**src/inc/phy_vendor_cfg.svh**
```systemverilog
// Notes on behaviour
// - Read bit copies selected word, then self-clears.
// - Bits 6:0 select advanced word 0 to 12.
// - Read data is read-only, latched, resets zero.
// - Bit 9 enables transmit clock delay.
// - Bit 8 enables receive clock delay.
// - Both delay bits reset to zero, then load from strap once it settles.
// - Read-only bit 4 shows 10M polarity reversal.
// - Flags 10, 9, 8 latch buffer, idle error events.
// - Flag 7 latches on energy detect rising.
// - Flags 6, 5 latch negotiation done, fault.
// - Flags 4, 3 latch link down, partner ack.
// - Flags 2, 1 latch detect fault, page.
// - Mask bits 10 to 8 enable matching flags.
// - Advanced bank accepts no writes at all.
// - Mask bits 7 to 1 enable matching flags.
`ifndef PHY_VENDOR_CFG_SVH
`define PHY_VENDOR_CFG_SVH

// ****************************************
// Register indices
// ****************************************
`define IDX_ADDR_PORT 5'h14
`define IDX_READ_DATA 5'h15
`define IDX_CTRL_STAT 5'h1B
`define IDX_IRQ_FLAGS 5'h1D
`define IDX_IRQ_MASK 5'h1E

// ****************************************
// Field positions
// ****************************************
`define POS_READ_BIT 15
`define POS_RESV_HI 14
`define POS_RESV_LO 7
`define POS_SEL_HI 6
`define POS_TXC_DELAY 9
`define POS_RXC_DELAY 8
`define POS_POLARITY 4
`define POS_FLAG_HI 10
`define POS_FLAG_LO 1

// ****************************************
// Reset values and limits
// ****************************************
`define RST_READ_DATA 16'h0000
`define RST_SEL 7'h00
`define RST_RESV 8'h00
`define RST_FLAGS 10'h000
`define RST_MASK 10'h000
`define ADV_LAST 7'h0C
`define STRAP_SETTLE 2'h3

`endif

```
**src/inc/phy_vendor_pkg.sv**
```systemverilog
package phy_vendor_pkg;

    typedef struct packed {
        logic wr;
        logic rd;
        logic [4:0] addr;
        logic [15:0] wdata;
    } mgmt_req_t;

    typedef struct packed {
        logic txbuf_overflow;
        logic txbuf_underflow;
        logic idle_err_count_ovf;
        logic autoneg_done;
        logic remote_fault;
        logic link_down;
        logic partner_ack;
        logic parallel_detect_fault;
        logic ms_config_fault;
        logic page_received;
    } phy_events_t;

    typedef logic [12:0][15:0] adv_bank_t;

endpackage

```
**src/rtl/phy_vendor_regs_indirect_irq.sv**
```systemverilog
`timescale 1ns/10ps
`include "phy_vendor_cfg.svh"

module phy_vendor_regs_indirect_irq
(
    input wire logic clk,
    input wire logic rst_n,
    input wire logic soft_reset,
    input wire phy_vendor_pkg::mgmt_req_t mgmt_req,
    output logic [15:0] mgmt_rdata,
    output logic mgmt_rvalid,
    input wire phy_vendor_pkg::adv_bank_t adv_bank,
    output logic [6:0] adv_sel,
    output logic adv_read_pulse,
    input wire phy_vendor_pkg::phy_events_t events,
    input wire logic energy_detected,
    input wire logic rx_polarity_reversed_10m,
    input wire logic internal_delay_strap,
    output logic txc_delay_en,
    output logic rxc_delay_en,
    output logic irq_request
);

    // ****************************************
    // Helpers
    // ****************************************
    function automatic logic [15:0] sel_word(input phy_vendor_pkg::adv_bank_t bank,
                                             input logic [6:0] idx);
        logic [15:0] w;
        w = 16'h0000;
        // Out of range selections return zero
        if (idx <= `ADV_LAST)
        begin
            w = bank[idx[3:0]];
        end
        return w;
    endfunction

    function automatic logic is_write(input phy_vendor_pkg::mgmt_req_t r,
                                      input logic [4:0] idx);
        return r.wr && (r.addr == idx);
    endfunction

    // ****************************************
    // Strap synchroniser
    // ****************************************
    logic strap_s1;
    logic strap_s2;
    logic strap_s3;
    logic [1:0] strap_cnt;
    logic strap_done;
    logic [1:0] next_strap_cnt;
    logic next_strap_done;
    logic strap_load;

    always_comb
    begin
        next_strap_cnt = strap_cnt;
        next_strap_done = strap_done;
        strap_load = 1'b0;
        if (!strap_done)
        begin
            if (strap_cnt != `STRAP_SETTLE)
            begin
                next_strap_cnt = strap_cnt + 2'h1;
            end
            // Wait for a settled level before latching
            else if (strap_s2 == strap_s3)
            begin
                strap_load = 1'b1;
                next_strap_done = 1'b1;
            end
        end
    end

    always_ff @(posedge clk or negedge rst_n)
    begin
        if (!rst_n)
        begin
            strap_s1 <= 1'b0;
            strap_s2 <= 1'b0;
            strap_s3 <= 1'b0;
            strap_cnt <= 2'h0;
            strap_done <= 1'b0;
        end
        else
        begin
            strap_s1 <= internal_delay_strap;
            strap_s2 <= strap_s1;
            strap_s3 <= strap_s2;
            strap_cnt <= next_strap_cnt;
            strap_done <= next_strap_done;
        end
    end

    // ****************************************
    // Indirect window
    // ****************************************
    logic read_pend;
    logic [7:0] addr_resv;
    logic [15:0] read_data;
    logic next_read_pend;
    logic [7:0] next_addr_resv;
    logic [6:0] next_adv_sel;
    logic [15:0] next_read_data;
    logic next_adv_read_pulse;

    always_comb
    begin
        next_read_pend = read_pend;
        next_addr_resv = addr_resv;
        next_adv_sel = adv_sel;
        next_read_data = read_data;
        next_adv_read_pulse = 1'b0;
        if (read_pend)
        begin
            next_read_data = sel_word(adv_bank, adv_sel);
            next_adv_read_pulse = 1'b1;
            next_read_pend = 1'b0;
        end
        // Data port and bank ignore writes
        if (is_write(mgmt_req, `IDX_ADDR_PORT))
        begin
            next_read_pend = mgmt_req.wdata[`POS_READ_BIT];
            next_addr_resv = mgmt_req.wdata[`POS_RESV_HI:`POS_RESV_LO];
            next_adv_sel = mgmt_req.wdata[`POS_SEL_HI:0];
        end
        if (soft_reset)
        begin
            next_read_pend = 1'b0;
            next_addr_resv = `RST_RESV;
            next_adv_sel = `RST_SEL;
            next_read_data = `RST_READ_DATA;
        end
    end

    always_ff @(posedge clk or negedge rst_n)
    begin
        if (!rst_n)
        begin
            read_pend <= 1'b0;
            addr_resv <= `RST_RESV;
            adv_sel <= `RST_SEL;
            read_data <= `RST_READ_DATA;
            adv_read_pulse <= 1'b0;
        end
        else
        begin
            read_pend <= next_read_pend;
            addr_resv <= next_addr_resv;
            adv_sel <= next_adv_sel;
            read_data <= next_read_data;
            adv_read_pulse <= next_adv_read_pulse;
        end
    end

    // ****************************************
    // Delay enables and interrupt flags
    // ****************************************
    logic [10:1] flags;
    logic [10:1] mask;
    logic energy_prev;
    logic [10:1] ev_vec;
    logic [10:1] next_flags;
    logic [10:1] next_mask;
    logic next_txc;
    logic next_rxc;
    logic next_irq;

    always_comb
    begin
        ev_vec = {events.txbuf_overflow, events.txbuf_underflow,
                  events.idle_err_count_ovf,
                  energy_detected && !energy_prev,
                  events.autoneg_done, events.remote_fault,
                  events.link_down, events.partner_ack,
                  events.parallel_detect_fault || events.ms_config_fault,
                  events.page_received};
        next_flags = flags;
        next_mask = mask;
        next_txc = txc_delay_en;
        next_rxc = rxc_delay_en;
        if (is_write(mgmt_req, `IDX_IRQ_FLAGS))
        begin
            next_flags = flags & ~mgmt_req.wdata[`POS_FLAG_HI:`POS_FLAG_LO];
        end
        // New events beat a clear in the same cycle
        next_flags = next_flags | ev_vec;
        if (is_write(mgmt_req, `IDX_IRQ_MASK))
        begin
            next_mask = mgmt_req.wdata[`POS_FLAG_HI:`POS_FLAG_LO];
        end
        if (is_write(mgmt_req, `IDX_CTRL_STAT))
        begin
            next_txc = mgmt_req.wdata[`POS_TXC_DELAY];
            next_rxc = mgmt_req.wdata[`POS_RXC_DELAY];
        end
        if (strap_load)
        begin
            next_txc = strap_s3;
            next_rxc = strap_s3;
        end
        // Delay bits survive a software reset
        if (soft_reset)
        begin
            next_flags = `RST_FLAGS;
            next_mask = `RST_MASK;
        end
        next_irq = |(next_flags & next_mask);
    end

    always_ff @(posedge clk or negedge rst_n)
    begin
        if (!rst_n)
        begin
            flags <= `RST_FLAGS;
            mask <= `RST_MASK;
            energy_prev <= 1'b0;
            txc_delay_en <= 1'b0;
            rxc_delay_en <= 1'b0;
            irq_request <= 1'b0;
        end
        else
        begin
            flags <= next_flags;
            mask <= next_mask;
            energy_prev <= energy_detected;
            txc_delay_en <= next_txc;
            rxc_delay_en <= next_rxc;
            irq_request <= next_irq;
        end
    end

    // ****************************************
    // Read back
    // ****************************************
    logic [15:0] rb;
    logic [15:0] next_rdata;

    always_comb
    begin
        rb = 16'h0000;
        unique case (mgmt_req.addr)
            `IDX_ADDR_PORT: rb = {read_pend, addr_resv, adv_sel};
            `IDX_READ_DATA: rb = read_data;
            `IDX_CTRL_STAT:
            begin
                rb[`POS_TXC_DELAY] = txc_delay_en;
                rb[`POS_RXC_DELAY] = rxc_delay_en;
                rb[`POS_POLARITY] = rx_polarity_reversed_10m;
            end
            `IDX_IRQ_FLAGS: rb[`POS_FLAG_HI:`POS_FLAG_LO] = flags;
            `IDX_IRQ_MASK: rb[`POS_FLAG_HI:`POS_FLAG_LO] = mask;
            default: rb = 16'h0000;
        endcase
        next_rdata = mgmt_req.rd ? rb : mgmt_rdata;
    end

    always_ff @(posedge clk or negedge rst_n)
    begin
        if (!rst_n)
        begin
            mgmt_rdata <= 16'h0000;
            mgmt_rvalid <= 1'b0;
        end
        else
        begin
            mgmt_rdata <= next_rdata;
            mgmt_rvalid <= mgmt_req.rd;
        end
    end

    logic wr_addr;
    logic wr_flags;
    logic wr_mask;
    logic [15:0] sel_now;
    assign wr_addr = is_write(mgmt_req, `IDX_ADDR_PORT);
    assign wr_flags = is_write(mgmt_req, `IDX_IRQ_FLAGS);
    assign wr_mask = is_write(mgmt_req, `IDX_IRQ_MASK);
    assign sel_now = sel_word(adv_bank, adv_sel);
endmodule

```
**config.mk**
```make
export PLATFORM = sky130hd
export DESIGN_NAME = phy_vendor_regs_indirect_irq
export DESIGN_NICKNAME = d
export VERILOG_FILES = /design/src/inc/phy_vendor_pkg.sv /design/src/rtl/phy_vendor_regs_indirect_irq.sv
export VERILOG_INCLUDE_DIRS = /design/src /design/src/inc
export SDC_FILE = /design/constraint.sdc
export NUM_CORES = 1
export LEC_CHECK = 0
export ABC_AREA = 1
export BUFFER_PORTS_ARGS = -buffer_cell sky130_fd_sc_hd__buf_2
export CAP_MARGIN = 10
export CORE_MARGIN = 5
export CORE_UTILIZATION = 43
export CTS_CLUSTER_SIZE = 8
export DETAILED_ROUTE_END_ITERATION = 7
export GPL_TIMING_DRIVEN = 0
export PLACE_DENSITY = 0.79
export SLEW_MARGIN = 20
export SYNTH_ARGS = -nofsm -noshare
export SYNTH_HDL_FRONTEND = slang
export SYNTH_SLANG_ARGS = --single-unit
export TNS_END_PERCENT = 20
```
**constraint.sdc**
```tcl
create_clock -name clk -period 1.3 [get_ports clk]
set_input_delay 0.13 -clock clk [delete_from_list [all_inputs] [get_ports clk]]
set_output_delay 0.13 -clock clk [all_outputs]
set_load 0.1 [all_outputs]
```
After elaboration in Yosys (flattened, before gate mapping)
Cells that the tools add are included.
{"block": "totals", "reg_bits": 80, "latch_bits": 0, "ramBits": 0, "mem_bits_ro": 0, "inputBits": 247, "out_inout_bits": 28, "memories": 0}
{"block": "op_classes", "n_addsub": 1, "multipliers": 0, "div_mod_pow": 0, "n_lt_le_gt_ge": 2, "n_eq_ne": 7, "n_shift": 0, "n_mux": 31, "bitwise_logic": 5, "reduce_logical": 12}
{"cell": "16-bit binary-select mux with 4-bit select", "count": 1}
{"cell": "16-bit 2-to-1 mux", "count": 4}
{"cell": "10-bit 2-to-1 mux", "count": 4}
{"cell": "5-bit == test, second input constant", "count": 5}
{"cell": "3-bit case mux with 4 select lines", "count": 2}
{"cell": "10-bit bitwise AND", "count": 2}
{"cell": "8-bit 2-to-1 mux", "count": 2}
{"cell": "7-bit 2-to-1 mux", "count": 2}
{"cell": "1-bit 2-to-1 mux", "count": 11}
{"cell": "10-bit NOT", "count": 1}
{"cell": "10-bit bitwise OR", "count": 1}
{"cell": "2-bit case mux with 5 select lines", "count": 1}
{"cell": "5-bit case mux with 2 select lines", "count": 1}
{"cell": "10-bit OR reduction", "count": 1}
{"cell": "7-bit by 4-bit less-or-equal comparator with 1-bit output, second input constant", "count": 1}
{"cell": "2-bit nonzero test", "count": 3}
{"cell": "1-bit logical AND", "count": 5}
{"cell": "4-bit by 5-bit < comparator with 1-bit output, second input constant", "count": 1}
{"cell": "1-bit case mux with 5 select lines", "count": 1}
{"cell": "1-bit case mux with 4 select lines", "count": 1}
{"cell": "2-bit by 1-bit adder with 2-bit output, second input constant", "count": 1}
{"cell": "2-bit != test, second input constant", "count": 1}
{"cell": "1-bit case mux with 2 select lines", "count": 1}
{"cell": "2-bit AND reduction", "count": 1}
{"cell": "other kinds (4)", "count": 4}

Logic depth before layout (Yosys ltp)
{"block": "logic_depth", "ltp_word": 7, "ltp_mapped": 11, "depth_no_buf": 11}

Least setup slack after synthesis
OpenSTA, ideal clock, no wires.
{"block": "synth_path", "path_kind": "register to register", "startpoint": "reg adv_sel[3]", "endpoint": "reg read_data[10]", "setup_time_ns": 0.118, "arrival_time_ns": 2.062, "required_ns": 1.182, "path_slack_ns": -0.879, "stages_incl_launch_ff": 8, "synth_period_minus_slack_ns": 2.179, "path_cell_list": "dfrtp_1 buf_2 clkinv_1 nor3_2 nor4_4 buf_4 nand3_1 nand2_1"}
{"block": "synth_between", "elab_chain_len": 5, "elab_cells_between_ends": 6, "classes_between": "order compare: 1; mux: 5"}
{"item": "from (decl)", "line": "phy_vendor_regs_indirect_irq.sv:13", "source": "output logic [6:0] adv_sel,"}
{"item": "from (signal assigned)", "line": "phy_vendor_regs_indirect_irq.sv:143", "source": "adv_sel <= `RST_SEL;"}
{"item": "from (signal assigned)", "line": "phy_vendor_regs_indirect_irq.sv:151", "source": "adv_sel <= next_adv_sel;"}
{"item": "16-bit binary-select mux with 4-bit select"}
{"item": "16-bit 2-to-1 mux (not written as such)", "line": "phy_vendor_regs_indirect_irq.sv:34", "source": "w = bank[idx[3:0]];"}
{"item": "16-bit 2-to-1 mux *", "line": "phy_vendor_regs_indirect_irq.sv:32", "source": "if (idx <= `ADV_LAST)"}
{"item": "16-bit 2-to-1 mux *", "line": "phy_vendor_regs_indirect_irq.sv:115", "source": "if (read_pend)"}
{"item": "16-bit 2-to-1 mux *", "line": "phy_vendor_regs_indirect_irq.sv:128", "source": "if (soft_reset)"}
{"item": "to (signal assigned)", "line": "phy_vendor_regs_indirect_irq.sv:144", "source": "read_data <= `RST_READ_DATA;"}
{"item": "to (signal assigned)", "line": "phy_vendor_regs_indirect_irq.sv:152", "source": "read_data <= next_read_data;"}
{"item": "to (decl)", "line": "phy_vendor_regs_indirect_irq.sv:101", "source": "logic [15:0] read_data;"}
Every way passes the cells marked *; elsewhere a longest branch is shown, timed or not. The select of a mux whose other input is x is not followed.
A chain may end at the register's enable or synchronous reset.

Final worst setup path
{"block": "layout_path", "startpoint": "reg adv_sel[0]", "endpoint": "reg read_data[10]"}
Same word-level chain as after synthesis.

==> results.json <==
{
  "dr.pass1.iters": 5,
  "pwr-share-seq_pct": 40.3,
  "final_antenna_net_count": 0,
  "grt_usage_pct": 28.94,
  "core_um2": 12720,
  "switchingPower_mw": 2.015,
  "syn_nets": 1115,
  "p_per_area_nw_per_um2": 747.1,
  "yosys_warnings": 0,
  "numClockSinks": 80,
  "status": "complete, but fails checks",
  "switching_share_pct": 31.13,
  "hp-class": "primary input to flip-flop",
  "first_iter_violations": 949,
  "drv_cap": 0,
  "syn_inst": 867,
  "synth_top_area_share_pct": 35.65,
  "antenna_found_initial": 0,
  "placed_area_um2": 7263,
  "nets": 1420,
  "pre_cts_slack_ps": -641.7,
  "antennaDiodeCount": 0,
  "dp_cells": 1314,
  "p_leak_nw": 4.498,
  "cp.arrival_ps": 1880,
  "final.setup_skew_ps": 5.526,
  "numCtsBuffers": 9,
  "fin_area_um2": 8663,
  "multi_input_area_um2": 3638,
  "wl_per_cell_um": 18.28,
  "gp_congestion": 0.9094,
  "worstMarginPinSlew_ps": 637.7,
  "grt_max_degree": 50,
  "drcViolationCount": 0,
  "seq_area_um2": 2019,
  "pwr-share-clk_pct": 36.0,
  "fin_crit_sh_pct": 127.2,
  "violations": "negative setup slack",
  "drive_gt1_share_pct": 41.46,
  "clock_path_buffers": 2,
  "slew_viol_final": 0,
  "io_buffers": 274,
  "max_stage_delay_ps": 450,
  "start_kind": "flip-flop",
  "critPathMaxFanout": 7,
  "fmax_ghz": 0.6046,
  "num_vias": 7523,
  "layout_common_cells": "281 x nand2_1, 276 x buf_2, 83 x nand3_1",
  "tns_ps": -4720,
  "combPwrFrac_pct": 23.7,
  "setup_slack_ps": -354.1,
  "hold_viol": 0,
  "via_per_inst": 5.577,
  "cp-end-kind": "flip-flop",
  "critical_path.cell_chain": "buf_12 -> clkinv_16 -> buf_12 -> clkbuf_16 -> nand2_1 -> nand3_1 -> nand3_1 -> nand3_2 -> nand3_2 -> nand2_1",
  "cts.htree.levels": 3,
  "crit_type": "flip-flop to flip-flop",
  "area_growth_pct": 54.28,
  "crit_path_top_delay_cell": "dfrtp_4",
  "synth-seq-cells": 80,
  "cts_tree": "yes",
  "synth_cell_type_count": 34,
  "slew_headroom_pct": 57.49,
  "stdcell_count": 1349,
  "dpl.hpwl_um": 18590,
  "synthTopCellsByArea": "dfrtp_1 36%, nand2_1 19%, nand3_1 14%",
  "clk_latency_ps": 340,
  "fp-row-count": 41,
  "cp.required_ps": 1530,
  "die-area_um2": 15440,
  "io-pin-count": 275,
  "grt_pass1_wl_um": 36190,
  "ir_drop_mv": 0.5724,
  "wl_um": 24660,
  "num-fill-cells": 1099,
  "fin_crit_ps": 1654,
  "layout_commonest_cell": "nand2_1",
  "crit_family": "buffers and inverters",
  "die_h_um": 124.3,
  "start_util_pct": 44.14,
  "syn_area_per_cell_um2": 6.477,
  "root_buffer": "clkbuf_16",
  "syn-cell-area_um2": 5615,
  "ys_seq_area_share_pct": 35.65,
  "synth_top_area_cell": "dfrtp_1",
  "grt_remaining_overflow": 0,
  "path_clk_slew_ps": 60,
  "grt_pass1_vias": 6913,
  "rsz0062_at_grt": "true",
  "finalSetupViolations": 17,
  "cp.buffers_inverters": 4,
  "intPower_mw": 4.457,
  "die_x_um": 124.3
}
[through the flow]
step	hold slack [ps]	utilization [%]	power, mW
2_1_floorplan	-165.6	-	3.396
3_3_place_gp	239.5	56.91	4.014
3_5_place_dp	187.7	57.09	4.034
4_1_cts	20.25	62.22	6.377
5_1_grt	33.25	68.10	6.702
6_report	22.22	68.10	6.472
[tightest hold or removal path, stage by stage]
cell and delay (ps):
buf_2 110, inv_1 50, nor2_1 40
[cell usage after synthesis]
master	count
nand2_1	290
nand3_1	153
dfrtp_1	80
inv_1	59
a21oi_1	54
nor2_1	48
o21ai_0	36
a22oi_1	25
buf_2	25
clkbuf_1	24
nand4_1	11
o22ai_1	9
a31oi_1	8
buf_1	7
nand3b_1	6
nor2_2	5
inv_2	4
clkinv_1	3
nand3_2	2
nor2_4	2
o2111ai_1	2
o21ai_1	2
buf_4	1
buf_6	1
ha_1	1
mux2_2	1
nand3_4	1
nor3_1	1
nor3_2	1
nor4_4	1
o211ai_1	1
o21ai_2	1
xnor2_1	1
xor2_1	1
[layout make-up]
class                           count  share of cell area (%)
Buffer                             58                   6.109
Clock buffer                       11                   2.802
Clock inverter                      5                  0.3755
Inverter                           66                   3.336
Multi-Input combinational cell    663                   42.00
Sequential cell                    80                   23.31
Tap cell                          172                   2.484
Timing Repair Buffer              293                   19.40
Timing Repair inverter              1                  0.1878
[sequential cells by signal, summed over array words and instances (netlist names), 2 cells and up]
name        count
read_data      16
addr_resv       8
flags          10
mgmt_rdata     16
adv_sel         7
strap_cnt       2
mask           10
[power by group through the flow]
stage          logic, mW  registers (mW)  clock network, mW
4_1_cts             1.42            2.61               2.34
3_3_place_gp        1.36            2.65                  0
2_1_floorplan      0.408            2.99                  0
6_report            1.53            2.61               2.33
3_5_place_dp        1.38            2.66                  0
5_1_grt             1.65            2.62               2.44
[metal layers]
layer	routed length, um	GRT usage, %
met1	9934	39.73
met2	11680	47.26
met3	2460	6.304
met4	579	5.738
met5	0	0
[cells by family after synthesis]
| logic type | count (synthesis) | synth area share (%) |
|---|---|---|
| buffers and inverters | 124 | 9.046 |
| adder cells (fa/ha/maj) | 1 | 0.2228 |
| AO/OA/AOI/OAI | 138 | 14.04 |
| AND/OR/NAND/NOR | 521 | 40.53 |
| multiplexers | 1 | 0.2005 |
| flip-flops | 80 | 35.65 |
| XOR/XNOR | 2 | 0.3120 |
[path summary, 6_finish.rpt]
check	startpoint	to	slack [ps]	cells after the start
min	mgmt_req[15]	read_pend	20	3
max reg2reg	adv_sel[0]	read_data[10]	-350	10
min reg2reg	strap_s1	strap_s2	350	0
max	adv_sel[0]	read_data[10]	-350	10
max in group asynchronous	rst_n	adv_sel[2]	330	3
min in group asynchronous	rst_n	mgmt_rvalid	360	2
[repair_timing]
action	4_1_cts	5_1_grt
pin swaps	8	35
resized for setup	85	159
hold buffers	4	0
buffers inserted	3	3
gates cloned	2	7
setup endpoints to repair	37	44
hold endpoints to repair	51	0
No activity file was read; power rests on OpenSTA's default activity.
